File: src/rtl/qec_consts.vh
// Purpose: constants shared by the encoder counter bank and its channel module
// Assumes: register indices count 32-bit words; byte address is four times the index
// Notes: definitions only
`ifndef QEC_CONSTS_VH
`define QEC_CONSTS_VH

// register indices, byte address = index * 4
`define QEC_IDX_CAP 6'h00
`define QEC_IDX_LIVE 6'h10
`define QEC_IDX_PRESET 6'h20
`define QEC_IDX_STATUS 6'h0C
`define QEC_IDX_DOUT 6'h2E
`define QEC_IDX_IRQ_STAT 6'h30
`define QEC_IDX_IRQ_MASK 6'h31
`define QEC_IDX_STEP 2

// apb address bits that carry the index
`define QEC_ADDR_W 8
`define QEC_ADDR_IDX_MSB 7
`define QEC_ADDR_IDX_LSB 2

// channel geometry
`define QEC_NCH 6
`define QEC_LAST_CH 5
`define QEC_CNT_W 16
`define QEC_LAST_W 18
`define QEC_LAST_TOP 17

// discrete output register fields
`define QEC_DOUT_CAL_BIT 6
`define QEC_DOUT_EXTRA_BIT 7
`define QEC_DOUT_MASK_LSB 8
`define QEC_DOUT_MASK_MSB 13
`define QEC_DOUT_RESET 16'h0000

// status input register fields
`define QEC_STAT_CAL_BIT 6
`define QEC_STAT_EXTRA_BIT 7
`define QEC_STAT_IDX_LSB 8
`define QEC_STAT_IDX_MSB 13

`endif

File: src/rtl/qec_channel.v
// Purpose: one quadrature counter channel with input synchronisers and index edge
// Assumes: phase and index pins are asynchronous to CLK_I
// Notes: counts wrap modulo 2**CNT_W
`timescale 1ns/10ps
`include "qec_consts.vh"

module qec_channel #(
	parameter CNT_W = `QEC_CNT_W
) (
	// clock and reset
	input wire clk_i,
	input wire resetn_i,
	// encoder pins
	input wire phase_a_i,
	input wire phase_b_i,
	input wire index_i,
	// preset
	input wire load_i,
	input wire [CNT_W-1:0] load_val_i,
	// results
	output wire [CNT_W-1:0] count_o,
	output wire index_evt_o
);

////////////////////////////////////////////////////////////////////////////////
// two-stage synchronisers, then one delay stage for edge detection
reg [2:0] meta_reg;
reg [2:0] sync_reg;
reg [2:0] dly_reg;
reg [CNT_W-1:0] count_reg;
reg [CNT_W-1:0] count_next;
wire step;
wire up;

always @(posedge clk_i) begin
	if (!resetn_i) begin
		meta_reg <= 3'h0;
		sync_reg <= 3'h0;
		dly_reg <= 3'h0;
	end else begin
		meta_reg <= {index_i, phase_b_i, phase_a_i};
		sync_reg <= meta_reg;
		dly_reg <= sync_reg;
	end
end

////////////////////////////////////////////////////////////////////////////////
// exactly one phase changed: a valid step; a double change is a lost step and ignored
assign step = sync_reg[0] ^ dly_reg[0] ^ sync_reg[1] ^ dly_reg[1];
// phase a leading phase b counts up
assign up = sync_reg[0] ^ dly_reg[1];

always @* begin
	count_next = count_reg;
	if (load_i) begin
		count_next = load_val_i;
	end else if (step) begin
		if (up) begin
			count_next = count_reg + {{(CNT_W-1){1'b0}}, 1'b1};
		end else begin
			count_next = count_reg - {{(CNT_W-1){1'b0}}, 1'b1};
		end
	end
end

always @(posedge clk_i) begin
	if (!resetn_i) begin
		count_reg <= {CNT_W{1'b0}};
	end else begin
		count_reg <= count_next;
	end
end

assign count_o = count_reg;
assign index_evt_o = sync_reg[2] & ~dly_reg[2];

endmodule

File: src/rtl/qec_bank.v
// Purpose: six quadrature encoder counters with preset, index latch and apb registers
// Assumes: one 25 MHz clock, synchronous active-low reset, apb master on same clock
// Notes: the last channel keeps two extra bits and reads divided by two
// Notes: register offsets are word indices; the byte address is four times the index
// Notes: encoder pins must hold each level three clocks or a step may be lost
// Notes: a pending index bit clears only by masking and then unmasking its channel
// Notes: the irq status register records every index event, masked or not
// Notes: the discrete output word is write-only; software keeps its own copy
//
// Contract
// - six independent 16-bit quadrature counters, each with own phase pair and index.
// - writing a channel's preset location loads its counter; presets at 20h step two.
// - last channel counts wider internally and reads its count divided by two.
// - host sets extra bit via discrete output bit 7; loaded with the preset.
// - each index pulse latches the count; readable at 00h plus two per channel.
// - index latch updates regardless of mask; status bit goes low only if unmasked.
// - last channel index latch keeps only the divided value, not the extra bit.
// - reading 10h plus two per channel returns that channel's live count.
// - status bits 8-13 read low while pending; cleared by mask low then high.
// - extra-bit status shows counter bit 0 or 17 per board jumper input.
// - latched extra-bit preset value is zero after reset.
`timescale 1ns/10ps
`include "qec_consts.vh"

module qec_bank #(
	parameter NCH = `QEC_NCH
) (
	// clock and reset
	input wire CLK_I,
	input wire RESETN_I,
	// apb slave
	input wire PSEL_I,
	input wire PENABLE_I,
	input wire PWRITE_I,
	input wire [`QEC_ADDR_W-1:0] PADDR_I,
	input wire [31:0] PWDATA_I,
	output wire PREADY_O,
	output wire [31:0] PRDATA_O,
	output wire PSLVERR_O,
	// encoder pins
	input wire [NCH-1:0] PHASE_A_INPUT_I,
	input wire [NCH-1:0] PHASE_B_INPUT_I,
	input wire [NCH-1:0] INDEX_PULSE_INPUT_I,
	// board configuration: 1 selects counter bit 17, 0 selects bit 0
	input wire EXTRA_BIT_SELECT_JUMPER_I,
	// interrupt
	output wire IRQ_O
);

////////////////////////////////////////////////////////////////////////////////
// declarations
reg pready_reg;
reg pready_next;
reg [31:0] prdata_reg;
reg [31:0] prdata_next;
reg pslverr_reg;
reg pslverr_next;
reg [15:0] dout_reg;
reg [15:0] dout_next;
reg [NCH-1:0] pend_reg;
reg [NCH-1:0] pend_next;
reg [NCH-1:0] irq_stat_reg;
reg [NCH-1:0] irq_stat_next;
reg [NCH-1:0] irq_mask_reg;
reg [NCH-1:0] irq_mask_next;
reg irq_reg;
reg jmp_meta_reg;
reg jmp_sync_reg;
reg rd_ok;
reg wr_ok;
reg [15:0] rd_val;
integer c;

wire [5:0] idx;
wire setup;
wire commit;
wire wr_commit;
wire [NCH-1:0] hit_cap;
wire [NCH-1:0] hit_live;
wire [NCH-1:0] hit_pre;
wire [NCH-1:0] idx_evt;
wire [NCH-1:0] mask;
wire [16*NCH-1:0] live_all;
wire [16*NCH-1:0] cap_all;
wire [`QEC_LAST_W-1:0] last_cnt;
wire extra_stat;
reg [15:0] status_word;
wire hit_status;
wire hit_dout;
wire hit_istat;
wire hit_imask;
wire cal_flag;
wire extra_preset;

////////////////////////////////////////////////////////////////////////////////
// apb decode
// address bits 1:0 are ignored; each register is one aligned word
assign idx = PADDR_I[`QEC_ADDR_IDX_MSB:`QEC_ADDR_IDX_LSB];
assign setup = PSEL_I & ~PENABLE_I;
// a transfer completes only at the edge where pready is seen high
assign commit = PSEL_I & PENABLE_I & pready_reg;
assign wr_commit = commit & PWRITE_I & ~pslverr_reg;

assign hit_status = (idx == `QEC_IDX_STATUS);
assign hit_dout = (idx == `QEC_IDX_DOUT);
assign hit_istat = (idx == `QEC_IDX_IRQ_STAT);
assign hit_imask = (idx == `QEC_IDX_IRQ_MASK);

assign mask = dout_reg[`QEC_DOUT_MASK_MSB:`QEC_DOUT_MASK_LSB];
// named fields of the discrete output word
assign cal_flag = dout_reg[`QEC_DOUT_CAL_BIT];
assign extra_preset = dout_reg[`QEC_DOUT_EXTRA_BIT];

////////////////////////////////////////////////////////////////////////////////
// channels
genvar g;
generate
	for (g = 0; g < NCH; g = g + 1) begin : ch
		localparam integer CAP_I = `QEC_IDX_CAP + `QEC_IDX_STEP * g;
		localparam integer LIVE_I = `QEC_IDX_LIVE + `QEC_IDX_STEP * g;
		localparam integer PRE_I = `QEC_IDX_PRESET + `QEC_IDX_STEP * g;
		localparam [5:0] CAP_IDX = CAP_I[5:0];
		localparam [5:0] LIVE_IDX = LIVE_I[5:0];
		localparam [5:0] PRE_IDX = PRE_I[5:0];
		localparam CW = (g == `QEC_LAST_CH) ? `QEC_LAST_W : `QEC_CNT_W;
		wire [CW-1:0] cnt;
		wire [CW-1:0] load_val;
		wire [15:0] live16;
		reg [15:0] cap_reg;

		assign hit_cap[g] = (idx == CAP_IDX);
		assign hit_live[g] = (idx == LIVE_IDX);
		assign hit_pre[g] = (idx == PRE_IDX);

		// the last channel has a guard bit below and above the 16 bits software sees
		if (g == `QEC_LAST_CH) begin : wide
			// extra bit goes to both bit 0 and bit 17 in the same cycle as the word
			assign load_val = {extra_preset, PWDATA_I[15:0], extra_preset};
			// divide by two: software sees bits 16 down to 1
			assign live16 = cnt[16:1];
			assign last_cnt = cnt;
		end else begin : narrow
			assign load_val = PWDATA_I[15:0];
			assign live16 = cnt;
		end

		qec_channel #(
			.CNT_W(CW)
		) u_chan (
			.clk_i(CLK_I),
			.resetn_i(RESETN_I),
			.phase_a_i(PHASE_A_INPUT_I[g]),
			.phase_b_i(PHASE_B_INPUT_I[g]),
			.index_i(INDEX_PULSE_INPUT_I[g]),
			.load_i(wr_commit & hit_pre[g]),
			.load_val_i(load_val),
			.count_o(cnt),
			.index_evt_o(idx_evt[g])
		);

		// the latch ignores the mask; only the divided value is kept
		// an index in the same cycle as a preset captures the count before the load
		always @(posedge CLK_I) begin
			if (!RESETN_I) begin
				cap_reg <= 16'h0000;
			end else if (idx_evt[g]) begin
				cap_reg <= live16;
			end
		end

		assign live_all[16*g+15:16*g] = live16;
		assign cap_all[16*g+15:16*g] = cap_reg;
	end
endgenerate

////////////////////////////////////////////////////////////////////////////////
// jumper is a board level; synchronise before use
always @(posedge CLK_I) begin
	if (!RESETN_I) begin
		jmp_meta_reg <= 1'b0;
		jmp_sync_reg <= 1'b0;
	end else begin
		jmp_meta_reg <= EXTRA_BIT_SELECT_JUMPER_I;
		jmp_sync_reg <= jmp_meta_reg;
	end
end

assign extra_stat = jmp_sync_reg ? last_cnt[`QEC_LAST_TOP] : last_cnt[0];

// pending index bits read active low; unused status bits read zero
always @* begin
	status_word = 16'h0000;
	status_word[`QEC_STAT_IDX_MSB:`QEC_STAT_IDX_LSB] = ~pend_reg;
	status_word[`QEC_STAT_EXTRA_BIT] = extra_stat;
	status_word[`QEC_STAT_CAL_BIT] = cal_flag;
end

////////////////////////////////////////////////////////////////////////////////
// read mux and access legality, evaluated in the setup cycle
// an index that decodes to nothing leaves rd_ok low and answers with an error
always @* begin
	rd_val = 16'h0000;
	rd_ok = 1'b0;
	wr_ok = 1'b0;
	for (c = 0; c < NCH; c = c + 1) begin
		if (hit_cap[c]) begin
			rd_val = cap_all[16*c +: 16];
			rd_ok = 1'b1;
		end
		if (hit_live[c]) begin
			rd_val = live_all[16*c +: 16];
			rd_ok = 1'b1;
		end
		if (hit_pre[c]) begin
			wr_ok = 1'b1;
		end
	end
	if (hit_status) begin
		rd_val = status_word;
		rd_ok = 1'b1;
	end
	if (hit_dout) begin
		wr_ok = 1'b1;
	end
	if (hit_istat) begin
		rd_val = {10'h000, irq_stat_reg};
		rd_ok = 1'b1;
		wr_ok = 1'b1;
	end
	if (hit_imask) begin
		rd_val = {10'h000, irq_mask_reg};
		rd_ok = 1'b1;
		wr_ok = 1'b1;
	end
end

////////////////////////////////////////////////////////////////////////////////
// apb answer: one wait-free access phase, data and error registered in setup
always @* begin
	pready_next = 1'b0;
	prdata_next = prdata_reg;
	pslverr_next = pslverr_reg;
	if (setup) begin
		pready_next = 1'b1;
		// write-only and unmapped locations read as zero with an error
		prdata_next = (PWRITE_I | ~rd_ok) ? 32'h00000000 : {16'h0000, rd_val};
		pslverr_next = PWRITE_I ? ~wr_ok : ~rd_ok;
	end else if (commit) begin
		pslverr_next = 1'b0;
	end else if (PSEL_I & PENABLE_I) begin
		// an access with no setup before it still ends, so the bus cannot hang
		pready_next = 1'b1;
	end
end

always @(posedge CLK_I) begin
	if (!RESETN_I) begin
		pready_reg <= 1'b0;
		prdata_reg <= 32'h00000000;
		pslverr_reg <= 1'b0;
	end else begin
		pready_reg <= pready_next;
		prdata_reg <= prdata_next;
		pslverr_reg <= pslverr_next;
	end
end

////////////////////////////////////////////////////////////////////////////////
// discrete output word: extra-bit preset, calibration flag and index masks
// bits outside the named fields are stored but drive nothing
always @* begin
	dout_next = dout_reg;
	if (wr_commit & hit_dout) begin
		dout_next = PWDATA_I[15:0];
	end
end

always @(posedge CLK_I) begin
	if (!RESETN_I) begin
		dout_reg <= `QEC_DOUT_RESET;
	end else begin
		dout_reg <= dout_next;
	end
end

////////////////////////////////////////////////////////////////////////////////
// index pending: set while unmasked, forced clear while masked
// a pulse seen while masked never becomes pending, so unmasking clears cleanly
always @* begin
	pend_next = (pend_reg | idx_evt) & mask;
end

always @(posedge CLK_I) begin
	if (!RESETN_I) begin
		pend_reg <= {NCH{1'b0}};
	end else begin
		pend_reg <= pend_next;
	end
end

////////////////////////////////////////////////////////////////////////////////
// interrupt: sticky per-channel index events, write one to clear, set wins
always @* begin
	irq_stat_next = irq_stat_reg;
	irq_mask_next = irq_mask_reg;
	if (wr_commit & hit_istat) begin
		irq_stat_next = irq_stat_reg & ~PWDATA_I[NCH-1:0];
	end
	irq_stat_next = irq_stat_next | idx_evt;
	if (wr_commit & hit_imask) begin
		irq_mask_next = PWDATA_I[NCH-1:0];
	end
end

always @(posedge CLK_I) begin
	if (!RESETN_I) begin
		irq_stat_reg <= {NCH{1'b0}};
		irq_mask_reg <= {NCH{1'b0}};
	end else begin
		irq_stat_reg <= irq_stat_next;
		irq_mask_reg <= irq_mask_next;
	end
end

// level output from its own flop, so no decode glitch reaches the pin
always @(posedge CLK_I) begin
	if (!RESETN_I) begin
		irq_reg <= 1'b0;
	end else begin
		irq_reg <= |(irq_stat_next & irq_mask_next);
	end
end

////////////////////////////////////////////////////////////////////////////////
// outputs
assign PREADY_O = pready_reg;
assign PRDATA_O = prdata_reg;
assign PSLVERR_O = pslverr_reg;
assign IRQ_O = irq_reg;

endmodule

File: config.mk
export PLATFORM = sky130hd
export DESIGN_NAME = qec_bank
export DESIGN_NICKNAME = d
export VERILOG_FILES = /design/src/rtl/qec_channel.v /design/src/rtl/qec_bank.v
export VERILOG_INCLUDE_DIRS = /design/src /design/src/rtl
export SDC_FILE = /design/constraint.sdc
export NUM_CORES = 1
export LEC_CHECK = 0
export BUFFER_PORTS_ARGS = -buffer_cell sky130_fd_sc_hd__buf_2
export CAP_MARGIN = 15
export CORE_MARGIN = 2
export CORE_UTILIZATION = 40
export CTS_CLUSTER_DIAMETER = 200
export DETAILED_ROUTE_END_ITERATION = 10
export GPL_ROUTABILITY_DRIVEN = 0
export GPL_TIMING_DRIVEN = 0
export PLACE_DENSITY_LB_ADDON = 0.2
export SYNTH_ARGS = -nofsm -noshare
export SYNTH_HDL_FRONTEND = slang
export SYNTH_HIERARCHICAL = 1
export SYNTH_SLANG_ARGS = --single-unit
File: constraint.sdc
create_clock -name CLK_I -period 5.05 [get_ports CLK_I]
set_input_delay 0.7575 -clock CLK_I [delete_from_list [all_inputs] [get_ports CLK_I]]
set_output_delay 0.7575 -clock CLK_I [all_outputs]
set_load 0.1 [all_outputs]
Yosys cells after proc, flatten, opt, wreduce, memory -nomap -nowiden
Index checks and enable logic that the tools add are counted.
Widths: inputs -> output; s select.
{"block": "op_classes", "muxes": 67, "n_addsub": 12, "n_reduce_logical": 9, "n_bitwise": 62, "n_eq_ne": 21}
{"operator": "$mux 16", "n": 31}
{"operator": "$add 16x1->16 const B", "n": 5}
{"operator": "$sub 16x1->16 const B", "n": 5}
{"operator": "$eq 6x6->1 const B", "n": 9}
{"operator": "$mux 18", "n": 3}
{"operator": "$eq 6x5->1 const B", "n": 6}
{"operator": "$mux 1", "n": 31}
{"operator": "$xor 1x1->1", "n": 24}
{"operator": "$and 1x1->1", "n": 20}
{"operator": "$add 18x1->18 const B", "n": 1}
{"operator": "$and 6x6->6", "n": 3}
{"operator": "$eq 6x4->1 const B", "n": 3}
{"operator": "$sub 18x1->18 const B", "n": 1}
{"operator": "$reduce_bool 2->1", "n": 7}
{"operator": "$eq 6x3->1 const B", "n": 2}
{"operator": "$mux 6", "n": 2}
{"operator": "$not 6->6", "n": 2}
{"operator": "$or 6x6->6", "n": 2}
{"operator": "$not 1->1", "n": 10}
{"operator": "$eq 6x2->1 const B", "n": 1}
{"operator": "$logic_not 6->1", "n": 1}
{"operator": "$reduce_or 6->1", "n": 1}
{"operator": "$or 1x1->1", "n": 1}
{"block": "word_totals", "reg_bits": 317, "in_bits": 64, "wordCells": 211, "out_inout_bits": 35}

Depth between registers and ports, before layout
Gate-level depths: netlist (run 1).
{"block": "depth", "depth_word": 19, "depth_mapped": 12, "ltp_nobuf": 9}

By module
The synthesis (run 1) kept the hierarchy.
{"mod": "qec_channel at ch[0].u_chan ...", "instances": 5, "cells_each": 208, "area_per_inst_um2": 1652.8}
{"mod": "qec_bank", "instances": 1, "cells_each": 840, "area_per_inst_um2": 7400.8}
{"mod": "qec_channel at ch[5].u_chan", "instances": 1, "cells_each": 225, "area_per_inst_um2": 1809.2}

Least setup slack after synthesis (run 1)
OpenSTA, ideal clock, no wires.
{"block": "synth_path", "kind": "register to register", "startpoint": "reg ch[2].u_chan.sync_reg[0]", "endpoint": "reg ch[2].u_chan.count_reg[14]", "arrival_ns": 2.478, "t_required_ns": 4.976, "stages_incl_launch_ff": 12, "path_buffers": 3, "period_less_slack_ns": 2.552, "setup_time_ns": 0.074, "setup_slack_ns": 2.498, "path_cell_list": "dfxtp_1 xor2_2 buf_2 buf_2 xnor2_1 ha_1 clkbuf_1 nand4_1 a211oi_1 a21oi_1 or3_1 a31oi_1"}
{"block": "synth_between", "elab_chain_len": 4, "word_cells_on_any_way": 8, "classes_between": "mux (3); bitwise (4); reduce/logical (1)"}
{"item": "start, declared", "line_no": "qec_channel.v:28", "rtl": "reg [2:0] sync_reg;"}
{"item": "start signal, assigned", "line_no": "qec_channel.v:42", "rtl": "sync_reg <= meta_reg;"}
{"item": "$xor 1x1->1, on equally long branches", "line_no": "qec_channel.v:51, qec_channel.v:49"}
{"item": "$mux 16 or $xor 1x1->1 (tied branches)", "line_no": "qec_channel.v:58, qec_channel.v:49"}
{"item": "$mux 16 or $xor 1x1->1 (tied branches)", "line_no": "qec_channel.v:57, qec_channel.v:49"}
{"item": "$mux 16 or $reduce_bool 2->1 (tied branches)"}
{"item": "end signal, assigned", "line_no": "qec_channel.v:68", "rtl": "count_reg <= {CNT_W{1'b0}};"}
{"item": "end signal, assigned", "line_no": "qec_channel.v:70", "rtl": "count_reg <= count_next;"}
{"item": "end, declared", "line_no": "qec_channel.v:30", "rtl": "reg [CNT_W-1:0] count_reg;"}
Parallel ways exist; a longest one is shown, timed or not. The select of a mux whose other input is x is not followed.
A chain may end at the register's enable or synchronous reset.

Final worst setup path (run 1)
{"block": "layout_path", "startpoint": "reg ch[0].u_chan.sync_reg[0]", "endpoint": "reg ch[0].u_chan.count_reg[14]"}
{"block": "layout_between", "elab_chain_len": 4, "word_cells_on_any_way": 8, "classes_between": "mux (3); bitwise (4); reduce/logical (1)"}
{"item": "start, declared", "line_no": "qec_channel.v:28"}
{"item": "start signal, assigned", "line_no": "qec_channel.v:42"}
{"item": "$xor 1x1->1, on equally long branches", "line_no": "qec_channel.v:51, qec_channel.v:49"}
{"item": "$mux 16 or $xor 1x1->1 (tied branches)", "line_no": "qec_channel.v:58, qec_channel.v:49"}
{"item": "$mux 16 or $xor 1x1->1 (tied branches)", "line_no": "qec_channel.v:57, qec_channel.v:49"}
{"item": "$mux 16 or $reduce_bool 2->1 (tied branches)"}
{"item": "end signal, assigned", "line_no": "qec_channel.v:68"}
{"item": "end signal, assigned", "line_no": "qec_channel.v:70"}
{"item": "end, declared", "line_no": "qec_channel.v:30"}
Parallel ways exist; a longest one is shown, timed or not. The select of a mux whose other input is x is not followed.

==> flow_summary.yaml, run 1 <==
synthesis:
  synth_top_area_share_pct: 33.80
  synthTopCellsByArea: "dfxtp_1 (34%), mux2i_1 (8.2%), nor2_1 (4.9%)"
  async_reset_ff_share_pct: 0
  ys_seq_area_share_pct: 33.80
  yosys.area.top_type: "dfxtp_1"
  synth_cell_types: 100
  synth-seq-cells: 295
  synthCells: 2105
  yosys_warnings: 6
  synth_edf_count: 0
  synth_flop_cell: "dfxtp_1"
  syn_area_per_cell_um2: 8.301
  syn_area_um2: 17470
pwr:
  comb_power_share_pct: 28.6
  power_switching_uw: 2610
  vdd_drop_max_mv: 0.2492
  switching_share_pct: 33.61
  power_leakage_uw: 0.007658
  power_frac_clock_pct: 34.8
  intPower_uw: 5155
  pwr-share-seq_pct: 36.6
  power_density_nw_per_um2: 392.2
drt:
  viasPerCell: 6.100
  wl_um: 63940
  vias: 17270
  avgRoutedWirePerCell_um: 22.58
  first_iter_violations: 1820
  postRouteAntennaNets: 0
  drt_first_pass_iters: 6
  route.detailed.drc: 0
clock_tree:
  cts_tree: "built"
  htree_levels: 2
  cts-buffers-inserted: 34
  clockRootBuffer: "clkbuf_16"
  insertion_delay_ps: 540
  cts_buffer_depth: 3
  cts-hold-fix-buffers: 0
  post_cts_resized: 0
  path_clk_slew_ps: 60
  clock-sinks: 295
  post_cts_buffers: 0
floorplanning:
  dieHeight_um: 213.0
  rows: 76
  die_area_um2: 45370
  io_pins: 99
  initial_core_util_pct: 40.57
  coreArea_um2: 43080
  die_x_um: 213.0
grt:
  top_usage_layer: "met2"
  met1_usage_pct: 38.43
  met3_usage_pct: 4.486
  grt_max_degree: 24
  grt_pass1_vias: 15980
  grtUsageMet2_pct: 42.60
  grt_pass1_wl_um: 96360
  antenna_found_initial: 2
  grt.overflow.total: 0
  grt_usage_pct: 27.86
setup_path:
  cp_data_required_time_ps: 5510
  r2r_setup_slack_ps: 1900
  reg2reg_depth: 11
  worstReg2RegStart: "ch[0].u_chan/sync_reg[0]"
  crit_family: "buffers and inverters"
  critPathMaxFanout: 10
  cpMostUsedCell: "buf_2"
  reg2reg_to: "ch[0].u_chan/count_o[14]"
  arrival_ps: 3610
  cp-end-kind: "register"
  path_class: "reg -> reg"
  crit_path_max_incr_delay_ps: 430
  path_cells: "xor2_2, buf_2, buf_2, xnor2_1, ha_1, clkbuf_1, nand4_1, a211oi_1, a21oi_1, or3_1, a31oi_1"
  timing.critical_path.buf_inv: 3
  cp-start-kind: "register"
  crit_slowest_cell: "xor2_2"
timing:
  finalSetupViolCount: 0
  hold_viol: 0
  slew_violations: 0
  fin_tns_setup_ps: 0
  worst_slew_pin_slew_ps: 943.9
  max-slew-margin-rel_pct: 37.07
  min_period_over_period_pct: 62.43
  fmax_ghz: 0.3172
  skew_ps: 15.93
  period_minus_slack_ps: 3153
  whs_ps: 420.3
  rsz0062_at_grt: "no"
cells_and_area:
  drive_above_1_share_pct: 13.81
  area_growth_pct: 13.32
  fin_nets: 2290
  largest_reg_flops: 98
  design_area_um2: 19800
run:
  cap_violations: 0
placement:
  dpl_cell_area_um2: 18580
  io_buffers: 64
  dp_hpwl_um: 46730
hold_path:
  whs_path_depth: 2
  hp-start: "INDEX_PULSE_INPUT_I[4]"
  worstHoldPathType: "in -> reg"
  hold_end: "ch[4].u_chan/meta_reg[2]"
status:
  status: "finished, final reports clean"
-- metal layers --
metal	vias up	routed length (µm)
met1	8237	27150
met3	177	6163
li1	7925	-
met4	0	3167
met5	-	0
met2	930	27460
-- power by group through the flow --
stage                     combinational, µW  sequential [µW]  clock, µW
after detailed placement               2170             2890          0
after global routing                   2420             2860       2820
after global placement                 2140             2880          0
final                                  2220             2840       2700
after floorplan                        1730             2740          0
after CTS                              2180             2830       2730
-- worst max path at each step --
stage,startpoint,to,slack (ps),depth (start not counted)
floorplan,ch[2].u_chan/sync_reg[0],ch[2].u_chan/count_o[14],2500,11
global placement,PADDR_I[6],ch[4].u_chan/count_o[14],1590,11
detailed placement,PADDR_I[6],ch[4].u_chan/count_o[14],1530,11
CTS,ch[4].u_chan/sync_reg[0],ch[4].u_chan/count_o[14],1950,11
global route,ch[2].u_chan/sync_reg[0],ch[2].u_chan/count_o[14],1630,11
finish,ch[0].u_chan/sync_reg[0],ch[0].u_chan/count_o[14],1900,11
-- Yosys cell counts, types with 20 or more instances --
| master | count |
|---|---|
| o211a_1 | 27 |
| a31oi_1 | 21 |
| clkbuf_1 | 84 |
| nor2_1 | 227 |
| o22ai_1 | 23 |
| nand4_1 | 37 |
| buf_2 | 60 |
| nor3_1 | 44 |
| o211ai_1 | 23 |
| nand2_1 | 153 |
| a22oi_1 | 22 |
| buf_4 | 29 |
| dfxtp_1 | 295 |
| nor4_1 | 37 |
| a221oi_1 | 20 |
| mux2i_1 | 144 |
| o21ai_0 | 111 |
| xnor2_1 | 66 |
| nand3_1 | 98 |
| and3_1 | 24 |
| a21oi_1 | 106 |
| and2_1 | 73 |
| or3_1 | 34 |
| xor2_1 | 22 |
-- cells by family (layout without fill, tap and decap cells) --
group | count (synthesis) | in the layout | share of synthesized area (%)
other cells | 1 | 17 | 0.02146
mux | 156 | 156 | 9.258
fa+ha+maj | 6 | 6 | 0.4296
compound gates | 486 | 486 | 19.52
xor+xnor | 96 | 96 | 5.155
simple gates | 860 | 860 | 26.16
buf+inv | 205 | 330 | 5.664
flops | 295 | 295 | 33.80
-- final cells by class --
type,instances,area (µm²)
Antenna cell,1,2.502
Buffer,188,925.9
Clock buffer,53,1076
Clock inverter,8,140.1
Fill cell,4320,23270
Inverter,17,63.81
Multi-Input combinational cell,1620,10640
Sequential cell,295,5906
Tap cell,585,732.0
Timing Repair Buffer,64,320.3
-- cell usage in the layout (no fill, tap or decap), types with 16 or more instances in the layout --
cell       count
or3_1         34
nor2_1       227
and2_1        73
nor4_1        37
clkbuf_16     37
dfxtp_1      295
buf_2        124
and4_1        17
and3_1        24
o211ai_1      23
mux2i_1      144
nor2b_1       17
o211a_1       27
a221oi_1      20
a31oi_1       21
nand2_1      153
o22ai_1       23
nand4_1       37
buf_4         29
nor3_1        44
a21oi_1      106
xnor2_1       66
clkbuf_1      91
a22oi_1       22
xor2_1        22
nand3_1       98
conb_1        16
o21ai_0      111
-- through the flow --
step | setup WS, ps | total power, µW | instances | utilization, %
CTS | 1955 | 7750 | 2830 | 45.96
global route | 1626 | 8097 | 2830 | 45.96
floorplan | 2498 | 4468 | 2120 | -
global placement | 1595 | 5022 | 2769 | 43.14
finish | 1897 | 7766 | 2831 | 45.97
detailed placement | 1526 | 5055 | 2769 | 43.14
No activity file was read; power rests on OpenSTA's default activity.
==> run 2, diff against run 1 <==
--- a/config.mk
+++ b/config.mk
@@ -6,6 +6,7 @@
 export SDC_FILE = /design/constraint.sdc
 export NUM_CORES = 1
 export LEC_CHECK = 0
+export ABC_AREA = 1
 export BUFFER_PORTS_ARGS = -buffer_cell sky130_fd_sc_hd__buf_2
 export CAP_MARGIN = 15
 export CORE_MARGIN = 2
==> constraint.sdc (replaced) <==
create_clock -name CLK_I -period 3.04 [get_ports CLK_I]
set_input_delay 0.456 -clock CLK_I [delete_from_list [all_inputs] [get_ports CLK_I]]
set_output_delay 0.456 -clock CLK_I [all_outputs]
set_load 0.1 [all_outputs]
==> run 2 against run 1 <==
Effect of this change:
- worst setup slack worse by 1600 ps
- maximum frequency rose by 16%
- sequential power up 62%
- via count grew 16%
- count of clock-buffer cells in the layout is 4 lower
- largest power group unchanged
==> flow_summary.yaml, run 2 <==
floorplanning:
  io_pins: 99
  coreArea_um2: 46560
  dieHeight_um: 221.3
  die_area_um2: 48980
  die_x_um: 221.3
  initial_core_util_pct: 40.58
  rows: 79
cells_and_area:
  drive_above_1_share_pct: 12.81
  final_core_util_pct: 45.73
  area_growth_pct: 12.70
  final_common_cell: "nand2_1"
  fin_nets: 3231
  largest_reg_flops: 98
  final_cell_mix: "nand2_1 (865), inv_1 (367), nor2_1 (324)"
  num_antenna_cells: 0
hold_path:
  hold_end: "ch[5].u_chan/meta_reg[1]"
  whs_path_depth: 3
  worstHoldPathType: "in -> reg"
  hp-start: "PHASE_B_INPUT_I[5]"
drt:
  avgRoutedWirePerCell_um: 17.17
  drt_first_pass_iters: 6
  viasPerCell: 5.297
  wl_um: 65110
  route.detailed.drc: 0
  first_iter_violations: 2018
  postRouteAntennaNets: 0
  vias: 20090
synthesis:
  ys_seq_area_share_pct: 31.26
  syn_area_um2: 18890
  syn_area_per_cell_um2: 6.204
  ys_top_cells_by_count: "nand2_1 (865), inv_1 (367), nor2_1 (324)"
  async_reset_ff_share_pct: 0
  synth-seq-cells: 295
  synth_edf_count: 0
  synth.most_common_cell: "nand2_1"
  synth_top_area_share_pct: 31.26
  yosys.area.top_type: "dfxtp_1"
  synthCells: 3045
  synth_cell_types: 57
  yosys_warnings: 6
  synthTopCellsByArea: "dfxtp_1 (31%), nand2_1 (17%), inv_1 (7.3%)"
  synth_flop_cell: "dfxtp_1"
setup_path:
  critPathMaxFanout: 10
  cp-end-kind: "register"
  reg2reg_depth: 13
  reg2reg_to: "ch[1].u_chan/count_o[14]"
  crit_path_start: "PREADY_O"
  arrival_ps: 3150
  worstReg2RegStart: "PREADY_O"
  cp-start-kind: "register"
  path_class: "reg -> reg"
  r2r_setup_slack_ps: 320
  cp_data_required_time_ps: 3460
status:
  status: "finished, final reports clean"
clock_tree:
  cts_tree: "built"
  cts-buffers-inserted: 36
  clockRootBuffer: "clkbuf_16"
  clock-sinks: 295
  post_cts_buffers: 0
  cts_buffer_depth: 3
  htree_levels: 2
  insertion_delay_ps: 570
  path_clk_slew_ps: 60
grt:
  grt.overflow.total: 0
  grt_usage_pct: 25.81
  grt_max_degree: 22
  grt_pass1_vias: 18150
  antenna_found_initial: 1
  grt_pass1_wl_um: 101100
run:
  cap_violations: 0
timing:
  min_period_over_period_pct: 89.59
  hold_viol: 0
  max-slew-margin-rel_pct: 50.53
  fin_tns_setup_ps: 0
  rsz0062_at_grt: "no"
  finalSetupViolCount: 0
  worst_slew_pin_slew_ps: 742.1
  slew_violations: 0
  final.setup.worst_slack_ps: 316.4
  fmax_ghz: 0.3672
  skew_ps: 31.59
  period_minus_slack_ps: 2724
placement:
  io_buffers: 63
  dp_hpwl_um: 49030
  dp_worst_setup_slack_ps: -337.5
pwr:
  power_density_nw_per_um2: 631.4
  power_leakage_uw: 0.01009
  vdd_drop_max_mv: 0.4267
run 2: cell types whose count changed after synthesis, moves of 72 or more:
cell / previous run / this run
nand2_1: 153 / 865
and2_1: 73 / 1
nor2_1: 227 / 324
nand3_1: 98 / 229
inv_1: 14 / 367
o21ai_0: 111 / 206
mux2i_1: 144 / 0
run 2: layout make-up:
type                       count  area, µm²
sequential                   295       5906
multi-input combinational   2226      10780
timing repair buffer          63      315.3
tap                          607      759.5
inverter                     414       1562
fill                        4872      25270
clock buffer                  49       1041
clock inverter                14      207.7
buffer                       125      715.7
run 2: where the power goes:
part           leakage [µW]  internal [µW]  switching [µW]
clock              0.000612           2820            1780
combinational       0.00707           1430            2790
sequential          0.00241           4180             432
total                0.0101           8440            5000
run 2: worst max-delay path: stages (launching register included):
cell and delay [ps]:
dfxtp_1 320, nand2_1 60, nor2_1 100, inv_1 110, nor3_4 370, inv_1 260, nor3_1 380, clkbuf_2 320
nor2_2 130, inv_2 70, buf_2 210, o21ai_0 120, inv_1 70, a21oi_1 60
run 2: worst max path at each step:
stage,endpoint,slack (ps),cells after the start
final,ch[1].u_chan/count_o[14],320,13
after global routing,ch[2].u_chan/count_o[11],30,12
after global placement,ch[5].u_chan/count_o[2],-250,12
after CTS,ch[5].u_chan/count_o[4],130,11
after detailed placement,ch[5].u_chan/count_o[4],-340,12
after floorplan,ch[5].u_chan/count_o[2],130,11
run 2: metrics by stage:
stage / area (µm²) / hold WS (ps) / instances / total power (µW)
floorplan: 18950 / 390.5 / 3060 / 7736
global placement: 20020 / 393.5 / 3730 / 8742
detailed placement: 20020 / 398.4 / 3730 / 8799
CTS: 21280 / 55.96 / 3793 / 13410
global route: 21290 / 55.54 / 3793 / 14240
finish: 21290 / 69.50 / 3793 / 13440
run 2: kinds of logic (layout without fill, tap and decap cells):
family | Yosys count | count (layout) | share of synthesized area [%]
simple gates | 1641 | 1641 | 38.31
buf+inv | 539 | 665 | 12.01
compound gates | 536 | 536 | 16.74
flops | 295 | 295 | 31.26
xor+xnor | 27 | 27 | 1.252
fa+ha+maj | 6 | 6 | 0.3974
other cells | 1 | 16 | 0.01985
run 2: what timing repair did:
action | CTS | global route
setup endpoints to repair | 25 | 50
gates resized for setup | 1 | 14
hold buffers | 0 | 0
endpoints found under the hold margin | 0 | 0
run 2: layer usage:
metal | share of wire [%] | GRT usage, %
met5 | 0 | 0
met4 | 3.5 | 9.309
met3 | 8.2 | 4.276
met2 | 44 | 41.02
met1 | 44 | 35.19
